### config.mk
export PLATFORM = sky130hd
export DESIGN_NAME = mda_top
export DESIGN_NICKNAME = d
export VERILOG_FILES = /design/src/core/mda_ramp.v /design/src/core/mda_top.v
export VERILOG_INCLUDE_DIRS = /design/src /design/src/core
export SDC_FILE = /design/constraint.sdc
export NUM_CORES = 2
export LEC_CHECK = 0
export ABC_AREA = 0
export BUFFER_PORTS_ARGS = -buffer_cell sky130_fd_sc_hd__buf_2
export CAP_MARGIN = 15
export CORE_AREA = 4 4 246 248
export CTS_BUF_LIST = sky130_fd_sc_hd__clkbuf_4 sky130_fd_sc_hd__clkbuf_8
export CTS_CLUSTER_SIZE = 30
export DETAILED_ROUTE_END_ITERATION = 16
export DIE_AREA = 0 0 250 252
export HOLD_SLACK_MARGIN = 0.08
export PLACE_DENSITY = 0.78
export SLEW_MARGIN = 20
export SYNTH_ARGS = -nofsm -noshare
export SYNTH_HDL_FRONTEND = slang
export SYNTH_HIERARCHICAL = 1
export SYNTH_SLANG_ARGS = --single-unit
### constraint.sdc
create_clock -name clk_i -period 23 [get_ports clk_i]
set_input_delay 1.15 -clock clk_i [delete_from_list [all_inputs] [get_ports clk_i]]
set_output_delay 1.15 -clock clk_i [all_outputs]
set_load 0.05 [all_outputs]
### src/core/mda_defs.vh
// Constants for the motor drive action parameter block.
// Assumes a 32-bit classic Wishbone slave and a 250 MHz clock.
`ifndef MDA_DEFS_VH
`define MDA_DEFS_VH

// Register byte offsets
`define MDA_REG_MODE 8'h00
`define MDA_REG_CFG_CMD 8'h04
`define MDA_REG_SPD_GAIN 8'h08
`define MDA_REG_SPD_OFS 8'h0c
`define MDA_REG_TRQ_GAIN 8'h10
`define MDA_REG_TRQ_OFS 8'h14
`define MDA_REG_SPD_UPPER 8'h18
`define MDA_REG_VA_WIDTH 8'h1c
`define MDA_REG_HOLD_TRQ 8'h20
`define MDA_REG_STATUS 8'h24
`define MDA_REG_SPD_CMD 8'h28
`define MDA_REG_TRQ_CMD 8'h2c

// Mode register fields
`define MDA_F_WIRE 0
`define MDA_F_POL 1
`define MDA_F_HOLD 2
`define MDA_F_DECEL 5:4
`define MDA_F_FILT 9:8

// Reset values
`define MDA_RST_WIRE 1'b1
`define MDA_RST_POL 1'b1
`define MDA_RST_HOLD 1'b0
`define MDA_RST_DECEL 2'h0
`define MDA_RST_FILT 2'h0
`define MDA_RST_SPD_GAIN 12'd640
`define MDA_RST_SPD_OFS 12'sd0
`define MDA_RST_TRQ_GAIN 8'd43
`define MDA_RST_TRQ_OFS 8'sd0
`define MDA_RST_SPD_UPPER 12'd3150
`define MDA_RST_VA_WIDTH 9'd200
`define MDA_RST_HOLD_TRQ 7'sh7f

// Ranges and limits
`define MDA_SPD_GAIN_MAX 12'd3150
`define MDA_TRQ_GAIN_MAX 8'd200
`define MDA_VA_MIN 9'd1
`define MDA_VA_MAX 9'd400
`define MDA_TRQ_MAX 9'd200
`define MDA_HOLD_MAX 8'd50
`define MDA_HOLD_ANGLE_DEG 8'd15
`define MDA_MV_PER_V 32'd1000
`define MDA_FILT_NONE 2'd0
`define MDA_FILT_ONE 2'd1
`define MDA_FILT_TWO 2'd2
`define MDA_FILT1_SHIFT 3
`define MDA_FILT2_SHIFT 6

// Ramp tick period
`define MDA_CLK_MHZ 250
`define MDA_TICK_US 4
`define MDA_TICK_CYC (`MDA_TICK_US * `MDA_CLK_MHZ)

`endif

### src/core/mda_ramp.v
// Speed ramp generator with optional smoothing stage.
// Assumes target and step come from logic on the same clock.
`default_nettype none
`include "mda_defs.vh"

module mda_ramp #(
  parameter W = 12,
  parameter TICK = `MDA_TICK_CYC
) (
  input wire clk_i, // Clock
  input wire rst_i, // Synchronous reset
  input wire [W-1:0] target_i, // Wanted speed
  input wire [W-1:0] step_i, // Change per tick
  input wire [1:0] filt_i, // Smoothing select
  output reg [W-1:0] speed_o // Smoothed speed
);

////////////////////////////////////////////////////////////////////////
reg [15:0] tick_r;
reg [W-1:0] lin_r;
reg [W+7:0] acc_r;
wire tick = (tick_r == TICK[15:0] - 16'd1);
wire [W+7:0] lin_x = {lin_r, 8'h00};
wire [W+7:0] diff = lin_x - acc_r;
wire up = lin_x > acc_r;
reg [W+7:0] d_abs;

always @* begin
  d_abs = up ? diff : (acc_r - lin_x);
  case (filt_i)
    `MDA_FILT_ONE: d_abs = d_abs >> `MDA_FILT1_SHIFT;
    `MDA_FILT_TWO: d_abs = d_abs >> `MDA_FILT2_SHIFT;
    default: d_abs = d_abs;
  endcase
end

always @(posedge clk_i) begin
  if (rst_i) begin
    tick_r <= 16'h0000;
    lin_r <= {W{1'b0}};
    acc_r <= {(W+8){1'b0}};
    speed_o <= {W{1'b0}};
  end else begin
    tick_r <= tick ? 16'h0000 : tick_r + 16'd1;
    if (tick) begin
      if (target_i > lin_r)
        lin_r <= (target_i - lin_r > step_i) ? lin_r + step_i : target_i;
      else
        lin_r <= (lin_r - target_i > step_i) ? lin_r - step_i : target_i;
      // Lag stage stretches each ramp, so the real ramp time grows
      if (filt_i == `MDA_FILT_NONE)
        acc_r <= lin_x;
      else if (d_abs == {(W+8){1'b0}})
        acc_r <= lin_x;
      else
        acc_r <= up ? acc_r + d_abs : acc_r - d_abs;
    end
    speed_o <= acc_r[W+7:8];
  end
end

endmodule
`default_nettype wire

### src/core/mda_top.v
// Run control and parameter handling for the motor drive.
// Assumes run pins are asynchronous; analog samples, actual speed,
// shaft displacement and operation-data torque come from same-clock logic.
`default_nettype none
`include "mda_defs.vh"

module mda_top #(
  parameter SW = 12,
  parameter RAMP_STEP = 12'd1
) (
  input wire clk_i, // Clock, 250 MHz
  input wire rst_i, // Synchronous reset, active high
  input wire wb_cyc_i, // Wishbone cycle
  input wire wb_stb_i, // Wishbone strobe
  input wire wb_we_i, // Wishbone write enable
  input wire [7:0] wb_adr_i, // Wishbone byte address
  input wire [3:0] wb_sel_i, // Wishbone byte selects
  input wire [31:0] wb_dat_i, // Wishbone write data
  output reg [31:0] wb_dat_o, // Wishbone read data
  output reg wb_ack_o, // Wishbone acknowledge
  input wire forward_run_input_i, // 2-wire forward run pin
  input wire reverse_run_i, // 2-wire reverse run pin
  input wire start_run_i, // 3-wire start pin
  input wire run_direction_input_i, // 3-wire direction pin
  input wire power_ok_i, // Driver power present pin
  input wire alarm_i, // Alarm condition pin
  input wire [13:0] spd_mv_i, // Analog speed input, mV
  input wire [13:0] trq_mv_i, // Analog torque input, mV
  input wire [SW-1:0] actual_speed_i, // Measured speed, r/min
  input wire signed [8:0] shaft_disp_i, // Shaft displacement, degrees
  input wire [7:0] opdata_trq_i, // Selected operation-data torque limit, %
  output reg run_o, // Motor running
  output reg cw_o, // 1 turns clockwise
  output reg [SW-1:0] speed_ref_o, // Ramped speed reference
  output reg [8:0] trq_limit_o, // Torque limit, %
  output reg [1:0] decel_mode_o, // Stop style code
  output reg hold_o, // Holding force active
  output reg [7:0] hold_trq_o, // Holding torque limit, %
  output reg speed_reached_output_o // Speed-reached output
);

////////////////////////////////////////////////////////////////////////
// Pin synchronisers
reg [4:0] pin_s1_r;
reg [4:0] pin_s2_r;

always @(posedge clk_i) begin
  if (rst_i) begin
    pin_s1_r <= 5'h00;
    pin_s2_r <= 5'h00;
  end else begin
    pin_s1_r <= {alarm_i, power_ok_i, run_direction_input_i,
                 start_run_i, forward_run_input_i};
    pin_s2_r <= pin_s1_r;
  end
end

wire fwd_s = pin_s2_r[0];
wire start_s = pin_s2_r[1];
wire dir_s = pin_s2_r[2];
wire pwr_s = pin_s2_r[3];
wire alarm_s = pin_s2_r[4];

reg rev_s1_r;
reg rev_s2_r;

always @(posedge clk_i) begin
  if (rst_i) begin
    rev_s1_r <= 1'b0;
    rev_s2_r <= 1'b0;
  end else begin
    rev_s1_r <= reverse_run_i;
    rev_s2_r <= rev_s1_r;
  end
end

////////////////////////////////////////////////////////////////////////
// Parameter registers
reg wire_stg_r;
reg pol_stg_r;
reg hold_stg_r;
reg wire_r;
reg pol_r;
reg hold_en_r;
reg [1:0] decel_r;
reg [1:0] filt_stg_r;
reg [1:0] filt_r;
reg [11:0] spd_gain_r;
reg signed [11:0] spd_ofs_r;
reg [7:0] trq_gain_r;
reg signed [7:0] trq_ofs_r;
reg [11:0] spd_upper_r;
reg [8:0] va_width_r;
reg signed [6:0] hold_trq_r;
reg cfg_seen_r;

wire acc = wb_cyc_i & wb_stb_i & ~wb_ack_o;
wire wr = acc & wb_we_i;
wire [31:0] d = wb_dat_i;
wire lo = wb_sel_i[0];
wire lo2 = wb_sel_i[0] & wb_sel_i[1];
wire stopped = ~run_o & (speed_ref_o == {SW{1'b0}});

always @(posedge clk_i) begin
  if (rst_i) begin
    wire_stg_r <= `MDA_RST_WIRE;
    pol_stg_r <= `MDA_RST_POL;
    hold_stg_r <= `MDA_RST_HOLD;
    wire_r <= `MDA_RST_WIRE;
    pol_r <= `MDA_RST_POL;
    hold_en_r <= `MDA_RST_HOLD;
    decel_r <= `MDA_RST_DECEL;
    filt_stg_r <= `MDA_RST_FILT;
    filt_r <= `MDA_RST_FILT;
    spd_gain_r <= `MDA_RST_SPD_GAIN;
    spd_ofs_r <= `MDA_RST_SPD_OFS;
    trq_gain_r <= `MDA_RST_TRQ_GAIN;
    trq_ofs_r <= `MDA_RST_TRQ_OFS;
    spd_upper_r <= `MDA_RST_SPD_UPPER;
    va_width_r <= `MDA_RST_VA_WIDTH;
    hold_trq_r <= `MDA_RST_HOLD_TRQ;
    cfg_seen_r <= 1'b0;
  end else begin
    cfg_seen_r <= 1'b0;
    if (wr) begin
      case (wb_adr_i)
        `MDA_REG_MODE: begin
          if (lo) begin
            wire_stg_r <= d[`MDA_F_WIRE];
            pol_stg_r <= d[`MDA_F_POL];
            hold_stg_r <= d[`MDA_F_HOLD];
            if (d[`MDA_F_DECEL] <= 2'd2)
              decel_r <= d[`MDA_F_DECEL];
          end
          if (wb_sel_i[1] && d[`MDA_F_FILT] <= `MDA_FILT_TWO)
            filt_stg_r <= d[`MDA_F_FILT];
        end
        `MDA_REG_CFG_CMD:
          if (lo && d[0])
            cfg_seen_r <= 1'b1;
        `MDA_REG_SPD_GAIN:
          if (lo2 && d[11:0] <= `MDA_SPD_GAIN_MAX)
            spd_gain_r <= d[11:0];
        `MDA_REG_SPD_OFS:
          if (lo2)
            spd_ofs_r <= d[11:0];
        `MDA_REG_TRQ_GAIN:
          if (lo && d[7:0] <= `MDA_TRQ_GAIN_MAX)
            trq_gain_r <= d[7:0];
        `MDA_REG_TRQ_OFS:
          if (lo)
            trq_ofs_r <= d[7:0];
        `MDA_REG_SPD_UPPER:
          if (lo2)
            spd_upper_r <= d[11:0];
        `MDA_REG_VA_WIDTH:
          if (lo2 && d[8:0] >= `MDA_VA_MIN && d[8:0] <= `MDA_VA_MAX)
            va_width_r <= d[8:0];
        `MDA_REG_HOLD_TRQ:
          if (lo && $signed(d[7:0]) >= -8'sd1 && $signed(d[7:0]) <= 8'sd50)
            hold_trq_r <= d[6:0];
        default: ;
      endcase
    end
    // Configuration command moves class C settings into use
    if (cfg_seen_r) begin
      wire_r <= wire_stg_r;
      pol_r <= pol_stg_r;
      hold_en_r <= hold_stg_r;
    end
    // Filter choice only changes at standstill
    if (stopped)
      filt_r <= filt_stg_r;
  end
end

////////////////////////////////////////////////////////////////////////
// Analog scaling; products are in mV so divide back to volts
wire [31:0] spd_prod = {20'h0_0000, spd_gain_r} * {18'h0_0000, spd_mv_i};
wire [31:0] trq_prod = {24'h00_0000, trq_gain_r} * {18'h0_0000, trq_mv_i};
wire [31:0] spd_div = spd_prod / `MDA_MV_PER_V;
wire [31:0] trq_div = trq_prod / `MDA_MV_PER_V;
wire signed [17:0] spd_sum = $signed({2'b00, spd_div[15:0]}) +
                             {{6{spd_ofs_r[11]}}, spd_ofs_r};
wire signed [17:0] trq_sum = $signed({2'b00, trq_div[15:0]}) +
                             {{10{trq_ofs_r[7]}}, trq_ofs_r};
reg [11:0] spd_cmd_r;
reg [8:0] trq_cmd_r;

always @(posedge clk_i) begin
  if (rst_i) begin
    spd_cmd_r <= 12'h000;
    trq_cmd_r <= 9'h000;
  end else begin
    if (spd_sum < 18'sd0)
      spd_cmd_r <= 12'h000;
    else if (spd_sum > $signed({6'h00, spd_upper_r}))
      spd_cmd_r <= spd_upper_r;
    else
      spd_cmd_r <= spd_sum[11:0];
    if (trq_sum < 18'sd0)
      trq_cmd_r <= 9'h000;
    else if (trq_sum > $signed({9'h000, `MDA_TRQ_MAX}))
      trq_cmd_r <= `MDA_TRQ_MAX;
    else
      trq_cmd_r <= trq_sum[8:0];
  end
end

////////////////////////////////////////////////////////////////////////
// Run decode; positive sense is CW when polarity is 1
reg run_nxt;
reg plus_nxt;

always @* begin
  run_nxt = 1'b0;
  plus_nxt = 1'b1;
  if (wire_r) begin
    run_nxt = start_s;
    plus_nxt = dir_s;
  end else begin
    run_nxt = fwd_s ^ rev_s2_r; // Both on means stop
    plus_nxt = fwd_s;
  end
end

wire [SW-1:0] target = run_o ? spd_cmd_r[SW-1:0] : {SW{1'b0}};
wire [SW-1:0] ramp_spd;

mda_ramp #(
  .W(SW)
) u_ramp (
  .clk_i(clk_i),
  .rst_i(rst_i),
  .target_i(target),
  .step_i(RAMP_STEP),
  .filt_i(filt_r),
  .speed_o(ramp_spd)
);

////////////////////////////////////////////////////////////////////////
// Speed window and load holding
// Window is taken around the set speed, not the ramp, so an unfinished ramp reads reached once measured speed is within the width
wire [SW-1:0] spd_err = (actual_speed_i > target) ?
                        actual_speed_i - target :
                        target - actual_speed_i;
wire [8:0] disp_abs = shaft_disp_i[8] ? (~shaft_disp_i + 9'd1) : shaft_disp_i;
wire [7:0] op_clip = (opdata_trq_i > `MDA_HOLD_MAX) ? `MDA_HOLD_MAX : opdata_trq_i;
// Holding limit never above 50 percent even when following operation data
wire [7:0] hold_lim = hold_trq_r[6] ? op_clip : {1'b0, hold_trq_r};
wire hold_ok = hold_en_r & stopped & pwr_s & ~alarm_s;

always @(posedge clk_i) begin
  if (rst_i) begin
    run_o <= 1'b0;
    cw_o <= `MDA_RST_POL;
    speed_ref_o <= {SW{1'b0}};
    trq_limit_o <= 9'h000;
    decel_mode_o <= `MDA_RST_DECEL;
    hold_o <= 1'b0;
    hold_trq_o <= 8'h00;
    speed_reached_output_o <= 1'b0;
  end else begin
    run_o <= run_nxt & pwr_s & ~alarm_s;
    if (run_nxt)
      cw_o <= ~(plus_nxt ^ pol_r);
    speed_ref_o <= ramp_spd;
    trq_limit_o <= trq_cmd_r;
    decel_mode_o <= decel_r;
    speed_reached_output_o <= run_o &&
                              spd_err <= {{(SW-9){1'b0}}, va_width_r};
    if (!hold_ok)
      hold_o <= 1'b0;
    else if (disp_abs >= {1'b0, `MDA_HOLD_ANGLE_DEG})
      hold_o <= 1'b1;
    hold_trq_o <= hold_ok ? hold_lim : 8'h00;
  end
end

////////////////////////////////////////////////////////////////////////
// Bus answer: one wait state, unmapped reads give zero
reg [31:0] rd_nxt;

always @* begin
  rd_nxt = 32'h0000_0000;
  case (wb_adr_i)
    `MDA_REG_MODE: begin
      rd_nxt[`MDA_F_WIRE] = wire_stg_r;
      rd_nxt[`MDA_F_POL] = pol_stg_r;
      rd_nxt[`MDA_F_HOLD] = hold_stg_r;
      rd_nxt[`MDA_F_DECEL] = decel_r;
      rd_nxt[`MDA_F_FILT] = filt_stg_r;
    end
    `MDA_REG_SPD_GAIN: rd_nxt[11:0] = spd_gain_r;
    `MDA_REG_SPD_OFS: rd_nxt[11:0] = spd_ofs_r;
    `MDA_REG_TRQ_GAIN: rd_nxt[7:0] = trq_gain_r;
    `MDA_REG_TRQ_OFS: rd_nxt[7:0] = trq_ofs_r;
    `MDA_REG_SPD_UPPER: rd_nxt[11:0] = spd_upper_r;
    `MDA_REG_VA_WIDTH: rd_nxt[8:0] = va_width_r;
    `MDA_REG_HOLD_TRQ: rd_nxt[7:0] = {hold_trq_r[6], hold_trq_r};
    `MDA_REG_STATUS: rd_nxt[9:0] = {filt_r, hold_o, speed_reached_output_o,
                                   cw_o, run_o, hold_en_r, pol_r, wire_r, stopped};
    `MDA_REG_SPD_CMD: rd_nxt[11:0] = spd_cmd_r;
    `MDA_REG_TRQ_CMD: rd_nxt[8:0] = trq_cmd_r;
    default: rd_nxt = 32'h0000_0000;
  endcase
end

always @(posedge clk_i) begin
  if (rst_i) begin
    wb_ack_o <= 1'b0;
    wb_dat_o <= 32'h0000_0000;
  end else begin
    wb_ack_o <= acc;
    wb_dat_o <= (acc & ~wb_we_i) ? rd_nxt : 32'h0000_0000;
  end
end

endmodule
`default_nettype wire

==> results.sh <==
export IMPL_worstHoldStart="u_ramp/speed_o[9]$_SDFF_PP0_"
export IMPL_grt_pass1_vias=31400
export IMPL_dp_hpwl_mm=75.4
export IMPL_gr_total_overflow=0
export IMPL_syn_area_um2=34700
export IMPL_num_io_pins=180
export IMPL_gp_congestion=0.968
export IMPL_fmax_ghz=0.0460
export IMPL_arrival_ns=22.16
export IMPL_syn_inst=4516
export IMPL_seq_area_frac_synth=0.128
export IMPL_crit_top_cell="a21oi_1"
export IMPL_tightest_slew_ns=1.06
export IMPL_yosys_warnings=6
export IMPL_grt_max_degree=55
export IMPL_synth_edf_count=0
export IMPL_wl_mm=95.3
export IMPL_clk_pin_slew_ns=0.06
export IMPL_drt_iter0_markers=3124
export IMPL_hold_end="speed_ref_o[9]$_SDFF_PP0_"
export IMPL_hp_class="reg2reg"
export IMPL_use_met3=0.0359
export IMPL_postPlaceCellArea_um2=35800
export IMPL_nNetsFinal=5168
export IMPL_antenna_found_initial=4
export IMPL_io_buffers=137
export IMPL_crit_required_ns=23.42
export IMPL_slowest_delay_ns=0.62
export IMPL_via_count=33500
export IMPL_grt_busiest_layer="met2"
export IMPL_min_period_over_period=0.945
export IMPL_stdcell_count=5353
export IMPL_setup_viol=0
export IMPL_numClockSinks=222
export IMPL_vias_per_cell=6.26
export IMPL_fp_dieW_um=250
export IMPL_synth_top_flop_cell="dfxtp_1"
export IMPL_critPathMaxFanout=23
export IMPL_outcome="finished, final reports clean"
export IMPL_postRouteAntennaNets=0
export IMPL_slowest_stage="or4_4"
export IMPL_use_met1=0.405
export IMPL_slew_limit_headroom=0.290
export IMPL_r2r_slack_ns=1.26
export IMPL_r2r_start="spd_gain_r[4]$_SDFFE_PP0P_"
export IMPL_start_util=0.594
export IMPL_seq_area_um2=4450
export IMPL_ff2ff_path_depth=79
export IMPL_r2r_end="spd_cmd_r[9]$_SDFF_PP0_"
export IMPL_hold_viol_final=0
export IMPL_dieArea_um2=63000
export IMPL_tns_ns=0
export IMPL_cts_buffers=36
export IMPL_num_rows=89
export IMPL_wl_per_cell_um=17.8
export IMPL_multi_input_area_um2=27900
export IMPL_clk_path_buf_depth=3
export IMPL_route_detailed_drc=0
export IMPL_end_kind="flip-flop"
export IMPL_post_place_cells=5290
export IMPL_avgSynthCellArea_um2=7.69
export IMPL_slew_violations=0
export IMPL_finalWorstPathRequiredPeriod_ns=21.74
export IMPL_grt_use_total=0.290
export IMPL_critPathKind="in2reg"
export IMPL_syn_to_final_growth_pct=5.41
export IMPL_cts_root_buf="clkbuf_8"
export IMPL_met2_usage=0.477
export IMPL_firstDrtPassIters=7
export IMPL_nFillCells=5264
export IMPL_synth_cell_types=142
export IMPL_die_h_um=252
export IMPL_startpoint_type="input port"
export IMPL_fin_skew_ns=0.0388
export IMPL_core_um2=58500
export IMPL_synthArstFlopShare=0
export IMPL_cts_tree="done"
export IMPL_cap_violations=0
export IMPL_fin_area_um2=36600
export IMPL_clk_insertion_delay_late_ns=0.57
export IMPL_min_path_cells=1
export IMPL_grt_pass1_wl_mm=157
export IMPL_htreeDepth=2
export IMPL_synth_seq_cells=222
export IMPL_postLayoutCoreUtil=0.626
export IMPL_drive_gt1_frac=0.0878
[cells in the final DEF (no fill, tap or decap), types with 40 or more instances in the layout]
cell type / count
mux2i_1: 93
dfxtp_1: 219
xor2_1: 72
nor2b_1: 72
a21oi_1: 299
ha_1: 297
nand2_1: 452
and2_1: 137
o21bai_1: 40
xnor2_1: 148
buf_2: 136
o21a_1: 40
or3_1: 40
nand3_1: 109
fa_1: 202
a211oi_1: 68
a21o_1: 83
nor2_1: 366
a31oi_1: 56
inv_1: 435
conb_1: 49
nand4_1: 48
o21ai_0: 152
nor3_1: 92
clkbuf_8: 44
o211ai_1: 54
[cell families after synthesis]
kind of cell,synth area share
AND/OR/NAND/NOR,0.220
AO/OA/AOI/OAI,0.258
XOR/XNOR,0.0581
adder cells (fa/ha/maj),0.225
flip-flops,0.128
other,0.000216
buffers and inverters,0.0776
multiplexers,0.0329
[cell type report]
type	instances	area share
clock buffers	50	0.0178
repair buffers	167	0.0249
flip-flops and latches	222	0.122
diodes	1	0.0000684
well taps	773	0.0264
multi-input cells	3686	0.761
clock inverters	10	0.00239
inverters	444	0.0455
[registers in the layout, summed over array words and instances, names as in the netlist, 9 cells and up]
register and flops:
u_ramp/lin_r 12, u_ramp/tick_r 16, speed_ref_o 12, spd_upper_r 12, spd_gain_r 12, spd_ofs_r 12, trq_cmd_r 9, u_ramp/speed_o 12
va_width_r 9, u_ramp/acc_r 20, spd_cmd_r 12, wb_dat_o 12, trq_limit_o 9
[per-stage QoR]
| stage | hold slack, ns | setup WS, ns |
|---|---|---|
| 2_1_floorplan | 0.414 | 3.45 |
| 6_report | 0.438 | 1.26 |
| 3_5_place_dp | 0.426 | 0.705 |
| 5_1_grt | 0.459 | -0.156 |
| 3_3_place_gp | 0.418 | 0.896 |
| 4_1_cts | 0.440 | 1.26 |
[metal layers]
layer / routed length (um) / up-vias
met2: 43300 / 1317
li1: - / 16100
met1: 41800 / 15900
met3: 7350 / 213
met5: 32 / -
met4: 2910 / 6
[timing repair]
item,4_1_cts,5_1_grt
hold buffers,0,0
hold endpoints to repair,0,0
resized for setup,0,17
endpoints found under the setup margin,0,12
buffers inserted,0,2
[Yosys cell counts, types with 17 or more instances]
cell type  instances  share of area
a211o_1           19         0.0048
a211oi_1          68          0.015
a21o_1            83          0.018
a21oi_1          300          0.043
a221oi_1          17         0.0043
a22o_1            20         0.0050
a22oi_1           23         0.0050
a31oi_1           59          0.011
and2_1           137          0.025
and3_1            39         0.0070
buf_2             25         0.0036
buf_4             40         0.0086
clkbuf_1         132          0.014
dfxtp_1          222           0.13
fa_1             202           0.12
ha_1             297           0.11
inv_1            435          0.047
mux2i_1           96          0.028
nand2_1          453          0.049
nand2b_1          38         0.0068
nand3_1          109          0.016
nand4_1           48         0.0086
nor2_1           368          0.040
nor2b_1           72          0.013
nor3_1            93          0.013
nor4_1            34         0.0061
o211ai_1          54          0.012
o21a_1            40         0.0086
o21ai_0          152          0.022
o21ai_1           23         0.0033
o21bai_1          40         0.0086
o22ai_1           26         0.0047
o31ai_1           27         0.0058
or2_2             18         0.0032
or3_1             40         0.0072
xnor2_1          148          0.037
xor2_1            72          0.018
[worst max-delay path, delay by kind of cell]
family | cells | cell delay [ns]
compound gates | 44 | 11.19
simple gates | 21 | 5.15
fa+ha+maj | 8 | 3.67
buf+inv | 5 | 0.77
xor+xnor | 1 | 0.19
[worst max-delay path by stage]
stage	cells past startpoint	slack (ns)	startpoint	end
finish	79	1.26	spd_mv_i[2]	spd_cmd_r[9]$_SDFF_PP0_
global route	81	-0.16	spd_mv_i[4]	spd_cmd_r[9]$_SDFF_PP0_
CTS	81	1.26	spd_mv_i[4]	spd_cmd_r[8]$_SDFF_PP0_
detailed placement	81	0.71	spd_mv_i[4]	spd_cmd_r[8]$_SDFF_PP0_
global placement	80	0.90	spd_mv_i[4]	spd_cmd_r[9]$_SDFF_PP0_
floorplan	82	3.45	spd_mv_i[4]	spd_cmd_r[10]$_SDFF_PP0_
Power is not shown: default switching activity piles up to over one toggle a cycle in this logic, so the estimate is an artifact.
